File: config.mk
export PLATFORM = sky130hd
export DESIGN_NAME = chf_host_port
export DESIGN_NICKNAME = d
export VERILOG_FILES = /design/src/common/chf_pkg.sv /design/src/rtl/chf_host_port.sv
export VERILOG_INCLUDE_DIRS = /design/src /design/src/common
export SDC_FILE = /design/constraint.sdc
export NUM_CORES = 2
export LEC_CHECK = 0
export ABC_AREA = 1
export BUFFER_PORTS_ARGS = -buffer_cell sky130_fd_sc_hd__buf_2
export CAP_MARGIN = 20
export CELL_PAD_IN_SITES_DETAIL_PLACEMENT = 1
export CELL_PAD_IN_SITES_GLOBAL_PLACEMENT = 2
export CORE_ASPECT_RATIO = 0.7
export CORE_MARGIN = 3
export CORE_UTILIZATION = 44
export DETAILED_ROUTE_END_ITERATION = 8
export PLACE_DENSITY = 0.88
export SETUP_SLACK_MARGIN = 0.15
export SYNTH_ARGS = -nofsm -noshare
export SYNTH_HDL_FRONTEND = slang
export SYNTH_SLANG_ARGS = --single-unit
File: constraint.sdc
create_clock -name clk_sys_i -period 5.3 [get_ports clk_sys_i]
set_input_delay 0 -clock clk_sys_i [delete_from_list [all_inputs] [get_ports clk_sys_i]]
set_output_delay 0 -clock clk_sys_i [all_outputs]
set_load 0.1 [all_outputs]
File: src/common/chf_map.svh
`ifndef CHF_MAP_SVH
`define CHF_MAP_SVH
`define CHF_A_PTR     3'h0
`define CHF_A_DATA    3'h2
`define CHF_A_FRAME   3'h3
`define CHF_A_CMD     3'h4
`define CHF_A_IRQ     3'h5
`define CHF_A_BUF1    3'h6
`define CHF_A_BUF2    3'h7
`define CHF_B_CRX     0
`define CHF_B_CTX1    1
`define CHF_B_CTX2    2
`define CHF_B_TXDONE  3
`define CHF_B_EOF     4
`define CHF_B_ALIGN   5
`define CHF_B_TOUT    7
`define CHF_SKID_FULL 2'd2
`define CHF_PTR_RST   16'h0000
`endif

File: src/common/chf_pkg.sv
package chf_pkg;
  typedef logic [15:0] chf_word_t;
  typedef logic [7:0]  chf_byte_t;
  // Buffer entry: first flag, last flag, data
  typedef logic [17:0] chf_entry_t;
endpackage

File: src/rtl/chf_host_port.sv
`timescale 1ns/1ns
`include "chf_map.svh"
module chf_host_port #(
  parameter int CTL_AW = 5
) (
  // Clock and reset
  input  wire logic                     clk_sys_i,
  input  wire logic                     rst_i,
  // Host register port
  input  wire logic [2:0]               host_addr_i,
  input  wire logic                     host_wr_i,
  input  wire logic                     host_rd_i,
  input  wire chf_pkg::chf_word_t       host_wdata_i,
  output chf_pkg::chf_word_t            host_rdata_o,
  output logic                          host_rvalid_o,
  // Indirect register space
  output chf_pkg::chf_word_t            indirect_pointer_o,
  output logic                          ind_wr_o,
  output logic                          ind_rd_o,
  output chf_pkg::chf_byte_t            ind_wdata_o,
  input  wire chf_pkg::chf_byte_t       ind_rdata_i,
  // Transmit FIFO toward host
  input  wire chf_pkg::chf_word_t       txf_data_i,
  input  wire logic                     txf_last_i,
  input  wire logic                     txf_valid_i,
  output logic                          txf_ready_o,
  output logic                          txf_done_o,
  // Receive FIFO from host
  output chf_pkg::chf_word_t            rxf_data_o,
  output logic                          rxf_first_o,
  output logic                          rxf_last_o,
  output logic                          rxf_valid_o,
  input  wire logic                     rxf_ready_i,
  input  wire logic                     rxf_space_i,
  output logic                          rxf_realign_o,
  // Control receive buffer
  output logic                          crx_full_o,
  output logic [CTL_AW-1:0]             crx_len_o,
  input  wire logic [CTL_AW-1:0]        crx_raddr_i,
  output chf_pkg::chf_word_t            crx_rdata_o,
  input  wire logic                     crx_done_i,
  // Control transmit buffers
  input  wire logic                     ctx_wr_i,
  input  wire logic                     ctx_sel_i,
  input  wire logic [CTL_AW-1:0]        ctx_waddr_i,
  input  wire chf_pkg::chf_word_t       ctx_wdata_i,
  input  wire logic [1:0]               ctx_commit_i,
  output logic [1:0]                    ctx_full_o,
  // Device timeout event
  input  wire logic                     timeout_i
);
  localparam int DEPTH = 1 << CTL_AW;

  function automatic logic [CTL_AW-1:0] chf_inc(input logic [CTL_AW-1:0] p);
    chf_inc = CTL_AW'(p + 1'b1);
  endfunction

  logic wr_ptr, wr_data, wr_frame, wr_cmd, wr_irq, wr_buf1;
  logic rd_data, rd_frame, rd_buf1, rd_buf2;
  assign wr_ptr   = host_wr_i && host_addr_i == `CHF_A_PTR;
  assign wr_data  = host_wr_i && host_addr_i == `CHF_A_DATA;
  assign wr_frame = host_wr_i && host_addr_i == `CHF_A_FRAME;
  assign wr_cmd   = host_wr_i && host_addr_i == `CHF_A_CMD;
  assign wr_irq   = host_wr_i && host_addr_i == `CHF_A_IRQ;
  assign wr_buf1  = host_wr_i && host_addr_i == `CHF_A_BUF1;
  assign rd_data  = host_rd_i && host_addr_i == `CHF_A_DATA;
  assign rd_frame = host_rd_i && host_addr_i == `CHF_A_FRAME;
  assign rd_buf1  = host_rd_i && host_addr_i == `CHF_A_BUF1;
  assign rd_buf2  = host_rd_i && host_addr_i == `CHF_A_BUF2;

  logic cmd_crx, cmd_rel1, cmd_rel2, cmd_done, cmd_eof, cmd_align;
  assign cmd_crx   = wr_cmd && host_wdata_i[`CHF_B_CRX];
  assign cmd_rel1  = wr_cmd && host_wdata_i[`CHF_B_CTX1];
  assign cmd_rel2  = wr_cmd && host_wdata_i[`CHF_B_CTX2];
  assign cmd_done  = wr_cmd && host_wdata_i[`CHF_B_TXDONE];
  assign cmd_eof   = wr_cmd && host_wdata_i[`CHF_B_EOF];
  assign cmd_align = wr_cmd && host_wdata_i[`CHF_B_ALIGN];

  // Indirect access
  always_ff @(posedge clk_sys_i) begin
    if (rst_i) begin
      indirect_pointer_o <= `CHF_PTR_RST;
      ind_wr_o           <= 1'b0;
      ind_wdata_o        <= '0;
    end else begin
      if (wr_ptr) begin
        indirect_pointer_o <= host_wdata_i;
      end
      ind_wr_o <= wr_data;
      if (wr_data) begin
        ind_wdata_o <= host_wdata_i[7:0];
      end
    end
  end
  assign ind_rd_o = rd_data;

  // Transmit FIFO pop and frame end
  logic tx_end;
  assign txf_ready_o = rd_frame;
  always_ff @(posedge clk_sys_i) begin
    if (rst_i) begin
      tx_end     <= 1'b0;
      txf_done_o <= 1'b0;
    end else begin
      txf_done_o <= cmd_done;
      // Set wins so an end seen during the clear is kept
      if (rd_frame && txf_valid_i && txf_last_i) begin
        tx_end <= 1'b1;
      end else if (cmd_done) begin
        tx_end <= 1'b0;
      end
    end
  end

  // Two-entry receive buffer; host writes past full are dropped
  chf_pkg::chf_entry_t skid [2];
  logic       sk_wp, sk_rp;
  logic [1:0] sk_cnt;
  logic       eof_arm, frame_first, push, pop, rx_room;
  assign push    = wr_frame && sk_cnt != `CHF_SKID_FULL && !cmd_align;
  assign pop     = rxf_valid_o && rxf_ready_i;
  assign rx_room = sk_cnt != `CHF_SKID_FULL && rxf_space_i;
  assign rxf_valid_o = sk_cnt != 2'd0;
  assign {rxf_first_o, rxf_last_o, rxf_data_o} = skid[sk_rp];
  always_ff @(posedge clk_sys_i) begin
    if (rst_i || cmd_align) begin
      sk_wp  <= 1'b0;
      sk_rp  <= 1'b0;
      sk_cnt <= 2'd0;
    end else begin
      if (push) begin
        skid[sk_wp] <= {frame_first, eof_arm, host_wdata_i};
        sk_wp       <= ~sk_wp;
      end
      if (pop) begin
        sk_rp <= ~sk_rp;
      end
      sk_cnt <= sk_cnt + {1'b0, push} - {1'b0, pop};
    end
  end
  always_ff @(posedge clk_sys_i) begin
    if (rst_i || cmd_align) begin
      eof_arm     <= 1'b0;
      frame_first <= 1'b1;
    end else begin
      if (cmd_eof) begin
        eof_arm <= 1'b1;
      end else if (push) begin
        eof_arm <= 1'b0;
      end
      if (push) begin
        frame_first <= eof_arm;
      end
    end
  end
  always_ff @(posedge clk_sys_i) begin
    if (rst_i) begin
      rxf_realign_o <= 1'b0;
    end else begin
      rxf_realign_o <= cmd_align;
    end
  end

  // Control receive buffer
  chf_pkg::chf_word_t crx_mem [DEPTH];
  logic [CTL_AW-1:0] crx_wp;
  always_ff @(posedge clk_sys_i) begin
    if (wr_buf1 && !crx_full_o) begin
      crx_mem[crx_wp] <= host_wdata_i;
    end
    crx_rdata_o <= crx_mem[crx_raddr_i];
  end
  always_ff @(posedge clk_sys_i) begin
    if (rst_i) begin
      crx_full_o <= 1'b0;
      crx_wp     <= '0;
      crx_len_o  <= '0;
    end else if (cmd_crx) begin
      crx_full_o <= 1'b1;
      crx_len_o  <= crx_wp;
    end else if (crx_done_i) begin
      crx_full_o <= 1'b0;
      crx_wp     <= '0;
    end else if (wr_buf1 && !crx_full_o) begin
      crx_wp <= chf_inc(crx_wp);
    end
  end

  // Control transmit buffers; device fills, host drains
  chf_pkg::chf_word_t ctx_mem [2][DEPTH];
  logic [CTL_AW-1:0] ctx_rp [2];
  logic [1:0] ctx_rd, ctx_rel;
  assign ctx_rd  = {rd_buf2, rd_buf1};
  assign ctx_rel = {cmd_rel2, cmd_rel1};
  always_ff @(posedge clk_sys_i) begin
    if (ctx_wr_i) begin
      ctx_mem[ctx_sel_i][ctx_waddr_i] <= ctx_wdata_i;
    end
  end
  always_ff @(posedge clk_sys_i) begin
    for (int i = 0; i < 2; i++) begin
      if (rst_i) begin
        ctx_full_o[i] <= 1'b0;
        ctx_rp[i]     <= '0;
      end else if (ctx_commit_i[i]) begin
        ctx_full_o[i] <= 1'b1;
        ctx_rp[i]     <= '0;
      end else if (ctx_rel[i]) begin
        ctx_full_o[i] <= 1'b0;
        ctx_rp[i]     <= '0;
      end else if (ctx_rd[i] && ctx_full_o[i]) begin
        ctx_rp[i] <= chf_inc(ctx_rp[i]);
      end
    end
  end

  // Sticky timeout flag; a new timeout beats the clear
  logic tout;
  always_ff @(posedge clk_sys_i) begin
    if (rst_i) begin
      tout <= 1'b0;
    end else if (timeout_i) begin
      tout <= 1'b1;
    end else if (wr_irq && !host_wdata_i[`CHF_B_TOUT]) begin
      tout <= 1'b0;
    end
  end

  // Read mux
  chf_pkg::chf_word_t rd_mux;
  always_comb begin
    rd_mux = '0;
    unique case (host_addr_i)
      `CHF_A_DATA:  rd_mux = {8'h00, ind_rdata_i};
      `CHF_A_FRAME: rd_mux = txf_valid_i ? txf_data_i : '0;
      `CHF_A_CMD:   rd_mux = {10'h000, tx_end, rx_room, txf_valid_i,
                              ctx_full_o, !crx_full_o};
      `CHF_A_IRQ:   rd_mux = {8'h00, tout, 4'h0, ctx_full_o, txf_valid_i};
      `CHF_A_BUF1:  rd_mux = ctx_full_o[0] ? ctx_mem[0][ctx_rp[0]] : '0;
      `CHF_A_BUF2:  rd_mux = ctx_full_o[1] ? ctx_mem[1][ctx_rp[1]] : '0;
      default:      rd_mux = '0;
    endcase
  end
  always_ff @(posedge clk_sys_i) begin
    if (rst_i) begin
      host_rdata_o  <= '0;
      host_rvalid_o <= 1'b0;
    end else begin
      host_rvalid_o <= host_rd_i;
      if (host_rd_i) begin
        host_rdata_o <= rd_mux;
      end
    end
  end
endmodule

==> impl_metrics.csv <==
group,metric,value,unit
status,status,"complete, no violations",
placement,routabilityCongestion,0.900,
timing,fin_setup_tns,0,ns
clock_tree,tritoncts,"yes",
power,ir_drop,0.368,mV
power,power_frac_comb,8.3,%
timing,rsz0062_at_grt,"false",
clock_tree,numCtsBuffers,159,
finish,final_cell_mix,"edfxtp_1, nand2_1, nor2_1, o21ai_0, nand3_1",
synth,synthArstFlopShare,0,%
drt,vias_per_cell,5.77,
clock_tree,post-cts-setup-buffer-count,0,
synth,synth.avg_cell_area,11.5,sq um
grt,grt_start_max_net_pins,159,
power,power,27700,uW
grt,grt_pass1_vias,48700,
timing,fmax,204,MHz
grt,antenna_found_initial,12,
finish,fillers,15900,
finish,syn_to_final_growth,13.8,%
synth,synth_top_area_cell,"edfxtp_1",
flow_run,maxCapViolations,0,
synth,ys.warnings.count,0,
critical_path,end_kind,"flip-flop",
critical_path,crit_arrival,5.65,ns
synth,ys_seq_area_share,72.4,%
timing,max_slew.worst_pin.slew,1.10,ns
clock_tree,htree_levels,4,
placement,place_area,0.0713,sq mm
placement,hpwl,133,mm
timing,final_max_slew_viol_count,0,
finish,final_area,0.0773,sq mm
floorplanning,rows,119,
power,internal_power,20800,uW
timing,period_share,92.4,%
synth,synth.distinct_cells,40,
floorplanning,die_h,335,microns
finish,layout.nets,6274,
drt,vias,48000,
floorplanning,initial_core_util,44.7,%
timing,skew,0.0400,ns
drt,first_iter_violations,6720,
synth,synth_top_area_share,70.0,%
drt,wire_per_inst,27.1,microns
clock_tree,clock_latency,0.82,ns
floorplanning,fp.dieArea,0.159,sq mm
timing,finalHoldViolations,0,
finish,layout-drive-gt1-share,10.3,%
floorplanning,die_w,476,microns
power,p_sw_share,25.1,%
drt,dr.pass1.iters,5,
timing,post-route-min-period,4.90,ns
clock_tree,root_buffer,"clkbuf_16",
synth,synth-seq-cells,1664,
placement,place.port_buffers,171,
timing,hold_ws,0.0960,ns
synth,syn_nets,5998,
clock_tree,clock-sinks,1664,
drt,wirelength,225,mm
power,leakagePower,0.0284,uW
grt,grt_pass1_wl,327,mm
critical_path,worst_setup_path_start_kind,"flip-flop",
clock_tree,clk_pin_slew_worst_paths,0.07,ns
critical_path,path_max_fanout,158,
power,seq_power_share,52.5,%
power,pwr-share-clk,39.2,%
finish,final_util,50.9,%
synth,synthCells,5907,
floorplanning,ios,172,
power,power_switching,6960,uW
power,p_per_area,359,mW/mm^2
floorplanning,core-area,0.152,sq mm
synth,yosys-top-cells-area,"edfxtp_1, nand2_1, nor2_1",
drt,drc,0,
finish,final_common_cell,"edfxtp_1",
timing,slew_headroom,26.5,%
synth,syn-cell-area,0.0679,sq mm
critical_path,crit_required,6.05,ns
synth,synth_top_flop_cell,"edfxtp_1",
critical_path,criticalPathCategory,"reg2reg",
timing,finalSetupViolCount,0,
drt,drtAntennaViolNets,0,
synth,synth_edf_count,1582,
clock_tree,cts_buffer_depth,3,
hold_path,hold_class,"in2reg",
grt,grt-ovfl-total,0,
grt,track_usage,28.0,%
## worst paths after layout
kind                              startpoint          endpoint  slack (ns)  cells past startpoint
worst max-delay path            ctx_rp[0][0]  host_rdata_o[15]        0.40                     15
worst min-delay path               ctx_sel_i   ctx_mem[0][511]         0.1                      3
worst max register to register  ctx_rp[0][0]  host_rdata_o[15]        0.40                     15
worst min register to register   frame_first       skid[0][17]        0.46                      0
## Yosys cell counts, types with 19 or more instances
master / n
a21oi_1: 108
a31oi_1: 21
buf_1: 29
buf_2: 110
buf_6: 25
clkbuf_1: 165
dfxtp_1: 82
edfxtp_1: 1582
inv_1: 404
nand2_1: 1263
nand3_1: 454
nor2_1: 874
nor3_1: 55
o21ai_0: 500
o221ai_1: 93
o22ai_1: 36
or2_2: 19
## per-stage QoR
| stage | worst slack (ns) | cells |
|---|---|---|
| floorplan | 2.74 | 5907 |
| global placement | 2.01 | 7902 |
| detailed placement | 1.97 | 7903 |
| CTS | 0.442 | 8303 |
| global route | 0.210 | 8309 |
| finish | 0.401 | 8314 |
## cell families after synthesis
group	after synthesis	share of synthesized area, %
and+or+nand+nor	2676	15.9
AOI/OAI and AO/OA	783	6.46
xor gates and xnor gates	8	0.103
muxes	18	0.298
DFF	1664	72.4
adders and majority gates	8	0.147
buffers and inverters	750	4.72
## critical path: stages (launching register included)
cell           delay (ns)
edfxtp_1             0.43
buf_4                0.45
buf_12               0.55
nor2_1               0.12
nor2_1               0.14
o21ai_0              0.13
nand3_1              0.13
nand3_1              0.26
nand2_1              0.15
nand3_1              0.24
nand3_1              0.16
dlygate4sd3_1        0.56
nand2_1              0.06
dlygate4sd3_1        0.59
a21oi_1              0.13
dlygate4sd3_1        0.56
## area by class of cell
class                   instances  area (sq um)  area share, %
well taps                    1996          2500           3.23
flip-flops and latches       1664         49100           63.6
clock buffers                 204          4220           5.46
diodes                          6          15.0         0.0194
repair buffers                453          3460           4.48
multi-input cells            3493         15800           20.5
clock inverters                86           569          0.737
inverters                     412          1570           2.03
## layer usage
| layer | up-vias | wire length, microns | GRT usage [%] |
|---|---|---|---|
| met1 | 24500 | 97900 | 41.7 |
| met4 | 0 | 7070 | 9.51 |
| li1 | 21000 | - | - |
| met3 | 347 | 23600 | 6.89 |
| met5 | - | 0 | 0 |
| met2 | 2220 | 96800 | 40.0 |
## repair_timing
action / in CTS / in global routing
hold buffers: 110 / 0
endpoints found under the hold margin: 1626 / 0
setup endpoints to repair: 0 / 2
resized for setup: 0 / 3
## sequential cells by signal (all words and copies together) (netlist names), 2 cells and up, named ones only
name / cells
ind_wdata_o: 8
crx_mem: 512
ctx_mem: 1024
crx_len_o: 5
crx_wp: 5
crx_rdata_o: 16
sk_cnt: 2
ctx_full_o: 2
skid: 36
indirect_pointer_o: 16
host_rdata_o: 16
ctx_rp: 10
## power by group through the flow
stage / Clock, uW / Combinational, uW / Sequential (uW)
finish: 10900 / 2300 / 14600
global route: 11500 / 2440 / 14600
CTS: 11000 / 2260 / 14600
detailed placement: 0 / 2180 / 14800
global placement: 0 / 2130 / 14800
floorplan: 0 / 1120 / 15000
Note: power is estimated with default switching activity, not from simulation.
